**config.mk**
```make
export PLATFORM = sky130hd
export DESIGN_NAME = rbf_receive_bit_fifo
export DESIGN_NICKNAME = d
export VERILOG_FILES = /design/src/rbf_pkg.sv /design/src/rbf_receive_bit_fifo.sv
export VERILOG_INCLUDE_DIRS = /design/src
export SDC_FILE = /design/constraint.sdc
export NUM_CORES = 1
export LEC_CHECK = 0
export ABC_AREA = 1
export BUFFER_PORTS_ARGS = -buffer_cell sky130_fd_sc_hd__buf_2
export CAP_MARGIN = 20
export CORE_MARGIN = 1.5
export CORE_UTILIZATION = 25
export CTS_BUF_LIST = sky130_fd_sc_hd__clkbuf_2 sky130_fd_sc_hd__clkbuf_4 sky130_fd_sc_hd__clkbuf_8
export CTS_CLUSTER_DIAMETER = 150
export DETAILED_ROUTE_END_ITERATION = 10
export SYNTH_ARGS = -nofsm -noshare
export SYNTH_HDL_FRONTEND = slang
export SYNTH_SLANG_ARGS = --single-unit
```
**constraint.sdc**
```tcl
create_clock -name ref_clk -period 17.5 [get_ports ref_clk]
set_input_delay 5.25 -clock ref_clk [delete_from_list [all_inputs] [get_ports ref_clk]]
set_output_delay 5.25 -clock ref_clk [all_outputs]
set_load 0.05 [all_outputs]
```
**src/rbf_regs.svh**
```systemverilog
// Constants for the receive bit FIFO
`ifndef RBF_REGS_SVH
`define RBF_REGS_SVH
`define RBF_DEPTH 256
`define RBF_PTR_W 8
`define RBF_PTR_MAX 8'hff
`define RBF_CNT_W 9
`define RBF_WORD_BITS 32
`define RBF_WORD_BITS_C 6'h20
`define RBF_STAT_BITS 8
`define RBF_STAT_OVF_POS 7
`define RBF_STAT_UNDEF_POS 6
`define RBF_STAT_CNT_W 6
`endif

```
**src/rbf_pkg.sv**
```systemverilog
// Types for the receive bit FIFO
package rbf_pkg;
  typedef enum logic [2:0] {
    RBF_IDLE = 3'b001,
    RBF_DATA = 3'b010,
    RBF_STAT = 3'b100
  } rbf_rd_state_t;
endpackage

```
**src/rbf_receive_bit_fifo.sv**
```systemverilog
// Receive bit FIFO: 256-bit store, lock, init and SPI read with status word
// Functional notes
// - FIFO is written with frame data only in packet FIFO mode.
// - Storage holds at most 256 payload bits.
// - Extended 8-bit start pattern mode inserts one leading pattern-select bit.
// - Bit-addressable store with independent write and read ports.
// - Writing begins at frame start pattern detection.
// - Write pointer advances once per data clock pulse.
// - Read pointer advances once per bit read by the SPI side.
// - Both pointers wrap from 255 to zero.
// - Writing stops at end of message or sync loss.
// - With lock enabled, end of message locks the FIFO.
// - While locked, no further data accepted; first packet preserved.
// - With lock enabled, receive chain is frozen until unlock.
// - Unlock on full readout, lock enable cleared, or cycle-start init event.
// - Each read ends with status word; bits 0..5 count valid bits, bit 6 undefined.
// - Write pointer overtaking read pointer sets overflow flag at status bit 7.
// - While overflow set, data bits and valid count are undefined.
// - First frame start after overflow clears the flag and initializes FIFO.
// - Init-at-cycle-start initializes FIFO on host run or polling-to-run.
// - Init-at-frame-start initializes FIFO on frame start when not locked.
// - FIFO data leaves earliest received bit first.
`include "rbf_regs.svh"
module rbf_receive_bit_fifo
  import rbf_pkg::*;
(
  input wire logic ref_clk,
  input wire logic rst,
  input wire logic packet_fifo_mode,
  input wire logic lock_enable_bit,
  input wire logic init_at_cycle_start,
  input wire logic init_at_frame_start,
  input wire logic ext_start_mode,
  input wire logic frame_start_pattern,
  input wire logic pattern_b_matched,
  input wire logic end_of_message,
  input wire logic sync_lost,
  input wire logic enter_host_run,
  input wire logic poll_to_run,
  input wire logic data_clk,
  input wire logic data_bit,
  input wire logic rd_start,
  input wire logic rd_bit_ready,
  output logic rd_bit_valid,
  output logic rd_bit,
  output logic rd_is_status,
  output logic rd_last,
  output logic locked,
  output logic rx_chain_freeze,
  output logic overflow_flag,
  output logic writing
);

  // Whole module state
  typedef struct packed {
    logic [`RBF_DEPTH-1:0] mem;
    logic [`RBF_PTR_W-1:0] wptr;
    logic [`RBF_PTR_W-1:0] rptr;
    logic [`RBF_CNT_W-1:0] fill;
    logic wr_active;
    logic lock;
    logic ovf;
    rbf_rd_state_t rst_state;
    logic [5:0] bit_idx;
    logic [5:0] valid_cnt;
    logic [`RBF_STAT_BITS-1:0] stat;
    logic [1:0] buf_v;
    logic [1:0] buf_d;
    logic [1:0] buf_s;
    logic [1:0] buf_l;
    logic out_v;
    logic out_d;
    logic out_s;
    logic out_l;
  } rbf_state_t;

  rbf_state_t st_reg;
  rbf_state_t st_next;

  logic cyc_init;
  logic fs_init;
  logic do_init;
  logic wr_take;
  logic lead_take;
  logic wr_bit;
  logic [`RBF_PTR_W-1:0] wr_addr;
  logic rd_take;
  logic push;
  logic push_d;
  logic push_s;
  logic push_l;
  logic buf_ready;
  logic pop;
  logic unlock;
  logic [`RBF_DEPTH-1:0] wr_sel;

  // Init triggers; overflow recovery and frame-start init are one event
  assign cyc_init = init_at_cycle_start && (enter_host_run || poll_to_run);
  assign fs_init = frame_start_pattern && packet_fifo_mode &&
                   ((init_at_frame_start && !st_reg.lock) || st_reg.ovf);
  assign do_init = cyc_init || fs_init;

  // Write strobe; the extended-mode pattern bit goes in at the start edge itself,
  // and a data bit clocked on that same edge is dropped in its favour
  assign lead_take = frame_start_pattern && packet_fifo_mode && ext_start_mode &&
                     !st_reg.lock;
  assign wr_take = data_clk && st_reg.wr_active && !st_reg.lock && !lead_take;
  assign wr_bit = lead_take ? pattern_b_matched : data_bit;
  assign wr_addr = do_init ? '0 : st_reg.wptr;

  // Two-entry skid buffer; only slot 0 feeds the output register
  assign buf_ready = !st_reg.buf_v[1];
  assign pop = st_reg.buf_v[0] && (!st_reg.out_v || rd_bit_ready);
  assign rd_take = (st_reg.rst_state == RBF_DATA) && buf_ready &&
                   (st_reg.fill != '0) && (st_reg.bit_idx != `RBF_WORD_BITS_C);
  assign push = buf_ready && ((st_reg.rst_state == RBF_DATA && (rd_take ||
                st_reg.fill == '0 || st_reg.bit_idx == `RBF_WORD_BITS_C)) ||
                st_reg.rst_state == RBF_STAT);
  assign push_s = (st_reg.rst_state == RBF_STAT);
  assign push_d = push_s ? st_reg.stat[`RBF_STAT_BITS-1 - st_reg.bit_idx[2:0]]
                         : st_reg.mem[st_reg.rptr];
  assign push_l = push_s && (st_reg.bit_idx[2:0] == 3'h7);

  // Lock release when the last bit leaves, lock disabled, or cycle init
  assign unlock = !lock_enable_bit || cyc_init ||
                  (rd_take && st_reg.fill == 9'h001);

  // Per-bit write decode of the two-port store
  genvar gi;
  generate
    for (gi = 0; gi < `RBF_DEPTH; gi++) begin : g_wsel
      assign wr_sel[gi] = (wr_take || lead_take) && (wr_addr == 8'(gi));
    end
  endgenerate

  // Next-state logic
  always_comb begin
    st_next = st_reg;
    // Write port
    for (int i = 0; i < `RBF_DEPTH; i++) begin
      if (wr_sel[i]) begin
        st_next.mem[i] = wr_bit;
      end
    end
    if (wr_take) begin
      st_next.wptr = st_reg.wptr + 8'h01;
    end
    // Read port
    if (rd_take) begin
      st_next.rptr = st_reg.rptr + 8'h01;
      st_next.valid_cnt = st_reg.valid_cnt + 6'h01;
    end
    // Fill level; a write into a full store is the overtaking case
    if (wr_take && !rd_take) begin
      if (st_reg.fill == 9'h100) begin
        st_next.ovf = 1'b1;
      end else begin
        st_next.fill = st_reg.fill + 9'h001;
      end
    end else if (rd_take && !wr_take) begin
      st_next.fill = st_reg.fill - 9'h001;
    end
    // Frame control
    if (frame_start_pattern && packet_fifo_mode && !st_reg.lock) begin
      st_next.wr_active = 1'b1;
    end
    if (end_of_message || sync_lost || !packet_fifo_mode) begin
      st_next.wr_active = 1'b0;
    end
    if (end_of_message && lock_enable_bit && st_reg.wr_active) begin
      st_next.lock = 1'b1;
    end else if (st_reg.lock && unlock) begin
      st_next.lock = 1'b0;
    end
    // Whole-FIFO init; pointers, level and overflow flag only, data content is stale
    if (do_init) begin
      st_next.wptr = '0;
      st_next.rptr = '0;
      st_next.fill = '0;
      st_next.ovf = 1'b0;
    end
    // Pattern bit lands after any init of the same edge, so it leads the frame
    if (lead_take) begin
      st_next.wptr = wr_addr + 8'h01;
      if (st_next.fill == 9'h100) begin
        st_next.ovf = 1'b1;
      end else begin
        st_next.fill = st_next.fill + 9'h001;
      end
    end
    // Read sequencer: up to 32 data bits then 8 status bits
    unique case (st_reg.rst_state)
      RBF_IDLE: begin
        if (rd_start) begin
          st_next.rst_state = RBF_DATA;
          st_next.bit_idx = '0;
          st_next.valid_cnt = '0;
        end
      end
      RBF_DATA: begin
        if (rd_take) begin
          st_next.bit_idx = st_reg.bit_idx + 6'h01;
        end else if (buf_ready) begin
          st_next.rst_state = RBF_STAT;
          st_next.bit_idx = '0;
          st_next.stat = {st_reg.ovf, 1'b0, st_reg.valid_cnt};
        end
      end
      RBF_STAT: begin
        if (buf_ready) begin
          st_next.bit_idx = st_reg.bit_idx + 6'h01;
          if (st_reg.bit_idx[2:0] == 3'h7) begin
            st_next.rst_state = RBF_IDLE;
          end
        end
      end
      default: begin
        st_next.rst_state = RBF_IDLE;
      end
    endcase
    // Skid buffer: the ended-data push carries no bit, so skip it
    if (push && !(st_reg.rst_state == RBF_DATA && !rd_take)) begin
      if (pop) begin
        if (st_reg.buf_v[1]) begin
          st_next.buf_d[0] = st_reg.buf_d[1];
          st_next.buf_s[0] = st_reg.buf_s[1];
          st_next.buf_l[0] = st_reg.buf_l[1];
          st_next.buf_d[1] = push_d;
          st_next.buf_s[1] = push_s;
          st_next.buf_l[1] = push_l;
        end else begin
          st_next.buf_d[0] = push_d;
          st_next.buf_s[0] = push_s;
          st_next.buf_l[0] = push_l;
        end
      end else if (st_reg.buf_v[0]) begin
        st_next.buf_v[1] = 1'b1;
        st_next.buf_d[1] = push_d;
        st_next.buf_s[1] = push_s;
        st_next.buf_l[1] = push_l;
      end else begin
        st_next.buf_v[0] = 1'b1;
        st_next.buf_d[0] = push_d;
        st_next.buf_s[0] = push_s;
        st_next.buf_l[0] = push_l;
      end
    end else if (pop) begin
      st_next.buf_v = {1'b0, st_reg.buf_v[1]};
      st_next.buf_d[0] = st_reg.buf_d[1];
      st_next.buf_s[0] = st_reg.buf_s[1];
      st_next.buf_l[0] = st_reg.buf_l[1];
    end
    // Output register
    if (pop) begin
      st_next.out_v = 1'b1;
      st_next.out_d = st_reg.buf_d[0];
      st_next.out_s = st_reg.buf_s[0];
      st_next.out_l = st_reg.buf_l[0];
    end else if (rd_bit_ready) begin
      st_next.out_v = 1'b0;
    end
  end

  // State register
  always_ff @(posedge ref_clk or posedge rst) begin
    if (rst) begin
      st_reg <= '{rst_state: RBF_IDLE, default: '0};
    end else begin
      st_reg <= st_next;
    end
  end

  assign rd_bit_valid = st_reg.out_v;
  assign rd_bit = st_reg.out_d;
  assign rd_is_status = st_reg.out_s;
  assign rd_last = st_reg.out_l;
  assign locked = st_reg.lock;
  assign rx_chain_freeze = st_reg.lock;
  assign overflow_flag = st_reg.ovf;
  assign writing = st_reg.wr_active;

  // Checks
  AST_WRAP: assert property (@(posedge ref_clk) disable iff (rst)
    (wr_take && !do_init && st_reg.wptr == `RBF_PTR_MAX) |=> st_reg.wptr == 8'h00)
    else $error("write pointer did not wrap");
  AST_WPTR: assert property (@(posedge ref_clk) disable iff (rst)
    (wr_take && !do_init) |=> st_reg.wptr == $past(st_reg.wptr) + 8'h01)
    else $error("write pointer did not advance");
  AST_LOCK: assert property (@(posedge ref_clk) disable iff (rst)
    (end_of_message && lock_enable_bit && writing) |=> locked)
    else $error("no lock at end of message");
  AST_NOWR: assert property (@(posedge ref_clk) disable iff (rst)
    (locked && !do_init) |=> st_reg.wptr == $past(st_reg.wptr))
    else $error("write while locked");
  AST_UNLK: assert property (@(posedge ref_clk) disable iff (rst)
    (locked && !lock_enable_bit && !end_of_message) |=> !locked)
    else $error("lock not released");
  AST_OVF: assert property (@(posedge ref_clk) disable iff (rst)
    (wr_take && !rd_take && st_reg.fill == 9'h100 && !do_init) |=> overflow_flag)
    else $error("overflow not flagged");
  AST_OCLR: assert property (@(posedge ref_clk) disable iff (rst)
    (overflow_flag && frame_start_pattern && packet_fifo_mode) |=> !overflow_flag)
    else $error("overflow not cleared");
  AST_STOP: assert property (@(posedge ref_clk) disable iff (rst)
    (end_of_message || sync_lost) |=> !writing)
    else $error("writing did not stop");
  AST_CAP: assert property (@(posedge ref_clk) disable iff (rst)
    st_reg.fill <= 9'h100)
    else $error("fill above capacity");
  AST_ICYC: assert property (@(posedge ref_clk) disable iff (rst)
    cyc_init |=> (st_reg.fill == 9'h000 && st_reg.wptr == 8'h00))
    else $error("cycle init missed");
  AST_WORD: assert property (@(posedge ref_clk) disable iff (rst)
    st_reg.bit_idx <= `RBF_WORD_BITS_C)
    else $error("more than 32 data bits");
  COV_LOCK: cover property (@(posedge ref_clk) disable iff (rst) $rose(locked));
  COV_OVF: cover property (@(posedge ref_clk) disable iff (rst) $rose(overflow_flag));
  COV_STAT: cover property (@(posedge ref_clk) disable iff (rst) rd_bit_valid && rd_last);
  COV_STALL: cover property (@(posedge ref_clk) disable iff (rst) st_reg.buf_v == 2'b11);

endmodule

```
==> reports/qor.txt <==
area of the multi-input gates: 0.00766 mm^2
synth unique cells: 45
HP Class: reg -> reg
RR Startpoint: st_reg[49]
Synth Cell Area: 0.0170 mm^2
layout cell share with drive strength beyond 1: 11.6%
Lkg Pwr: 8.48 nW
internal power: 1.37 mW
Peak Freq: 122 MHz
Yosys reg bits: 318
max FFs per register: 311
1st-iter DRT viols: 1,297
Final Critical Period: 8.18 ns
gr ovfl total: 0
vias in the first global route: 13,900
cts bufs inserted: 57
sequential-to-total area share from yosys stat: 46.9%
FF+latch area: 0.00796 mm^2
Logic pwr share: 27.2%
Fillers: 7,266
Via density: 4.87
slowest CP cell: buf_4
Yosys warning count: 0
die area: 0.0694 mm^2
relative slew slack: 26.1%
Worst Setup Path Type: in -> reg
Vias: 14,800
IO Pins: 25
Worst Setup End Kind: register
Total GRT Usage: 13.5%
WHS Endpoint: rd_bit
Psw: 0.794 mW
Starting Density: 25.3%
RSZ-0062 raised after global routing: false
worst-margin pin slew: 1.11 ns
power share of the sequential group: 37.9%
clock power share: 34.9%
CTS tree: done
hold wc startpoint: rd_bit
clk slew on worst S/H paths: 0.06 ns
DR WL/cell: 15.7 um
Synth Flop Type: dfrtp_1
core area: 0.0672 mm^2
Post-synth EDFFs: 0
total negative slack: 0 ns
Async S/R FF share, synth: 100%
largest net degree at the start of global routing: 125
WP data arrival: 8.64 ns
hold path cells: 2
Post-CTS Setup Inserts: 0
DRT Wirelength: 47,700 um
Max FO, Critical Path: 98
initial antenna violation count: 0
Max Cap Viol: 0
Critical Path Start Type: primary input
Synthesized Nets: 2,213
Min Hold Slack: 0.473 ns
H-tree depth: 2
peak supply drop: 0.0489 mV
FP Rows: 95
Final #Nets: 2,156
Die X: 264 um
Hold Vio Cnt, Final: 0
R2R setup slack: 12.89 ns
die height: 264 um
crit share post-route: 46.7%
status: finished clean
Root Buffer: clkbuf_8
crit path from: packet_fifo_mode
DRT Pass-1 Iters: 6
fin. max-slew vios: 0
hold_buf cts: 0
Routed Antenna Nets: 0
Layout Area Growth over Synthesis: 11.5%
CP Data Required Time: 17.96 ns
Clock Sink Count: 318
Skew-Pair Late Insertion Delay: 0.69 ns
r2r endpoint: st_reg[8]
setup violators final: 0
max incr delay on CP: 0.80 ns
dpl hpwl: 27,300 um
Antenna diodes: 0
first-pass GRT wire length: 77,300 um
PD cells: 114 mW/mm^2
Setup Skew: 0.0599 ns
clk buf depth: 3
critical-path cell list: buf_2 -> nand2_1 -> nor2_2 -> nand2_2 -> inv_2 -> nand2_1 -> and2_4 -> buf_4 -> buf_4 -> a31oi_1
PostCTS Resize Cnt: 0
Register-to-Register Path Depth: 15
Synth Instances: 2,180
I/O Buffers: 24
Sw Share: 36.7%
Final GP Congestion: 0.810
Avg Inst Size Synth: 7.78 um^2
drt drc: 0
## cells in the mapped netlist, types with 4 or more instances
library cell,instances,share of area (%)
nand2_1,390,8.6
dfrtp_1,317,47
a21oi_1,288,8.5
a31oi_1,240,8.8
nor2_1,221,4.9
nand3_1,161,4.7
inv_1,126,2.8
o21ai_0,93,2.7
clkbuf_1,75,1.7
buf_2,73,2.2
inv_2,32,0.71
ha_1,16,1.2
nor3_1,16,0.47
nand2_2,12,0.44
o211ai_1,12,0.53
buf_1,11,0.24
xor2_1,11,0.57
nor2_2,10,0.37
o21ai_1,10,0.29
nor2_4,9,0.60
clkinv_1,5,0.11
nand3_2,5,0.29
nand4_1,5,0.18
buf_4,4,0.18
buf_6,4,0.27
nand2_4,4,0.27
## critical path: cells and delay by family
family	cells	cell delay, ns
and+or+nand+nor	5	1.17
AOI/OAI and AO/OA	1	0.19
buffers and inverters	4	1.88
## layout make-up
cell class	instances	area share [%]
well taps	873	5.77
flip-flops and latches	318	42.1
clock buffers	93	6.24
inverters	164	3.31
multi-input cells	1531	40.5
repair buffers	51	1.71
clock inverters	8	0.364
## metal layers
layer / global-route usage (%) / wire length [um]
met1: 18.9 / 22700
met2: 21.7 / 21900
met3: 1.67 / 2090
met4: 3.97 / 973
met5: 0 / 0
## power groups by stage
stage	sequential [mW]	combinational (mW)	clock, mW
floorplan	0.826	0.463	0
global placement	0.832	0.588	0
detailed placement	0.833	0.591	0
CTS	0.820	0.594	0.776
global route	0.825	0.671	0.809
finish	0.820	0.589	0.756
## cell usage in the layout, fill, tap and decap left out, types with 5 or more instances in the layout
master	synthesis	final
nor2_2	10	21
nand2_1	390	390
xor2_1	11	11
inv_2	32	32
clkinv_1	5	5
o211ai_1	12	12
o21ai_1	10	10
nor2_1	221	210
nor3_1	16	15
clkbuf_8	0	77
nand3_1	161	161
nand2_2	12	12
clkinv_2	0	5
nor2_4	9	9
a31oi_1	240	240
buf_4	4	27
a21oi_1	288	288
nand4_1	5	5
o21ai_0	93	93
ha_1	16	16
inv_1	126	124
dfrtp_1	317	315
clkbuf_4	0	16
buf_2	73	24
nand3_2	5	5
## worst max path at each step
stage | slack, ns | endpoint
2_1_floorplan | 3.45 | locked
3_3_place_gp | 8.73 | st_reg[209]
3_5_place_dp | 8.69 | st_reg[145]
4_1_cts | 9.39 | st_reg[145]
5_1_grt | 9.11 | st_reg[114]
6_report | 9.32 | st_reg[145]
## logic make-up (layout without fill, tap and decap cells)
logic type / after synthesis / in the layout / share of synthesized area, %
flip-flops: 318 / 318 / 46.9
AO/OA/AOI/OAI: 655 / 655 / 21.5
adder cells (fa/ha/maj): 16 / 16 / 1.18
XOR/XNOR: 13 / 13 / 0.671
buffers and inverters: 331 / 316 / 8.14
AND/OR/NAND/NOR: 847 / 847 / 21.6
## metrics by stage
step	utilization (%)	area [um^2]	std cells	setup WS, ns	power, mW
global route	28.2	18900	3038	9.11	2.31
floorplan	-	17000	2180	3.45	1.29
CTS	28.2	18900	3038	9.39	2.19
global placement	26.3	17700	2937	8.73	1.42
finish	28.2	18900	3038	9.32	2.16
detailed placement	26.3	17700	2937	8.69	1.42
(Power assumes the default switching activity.)
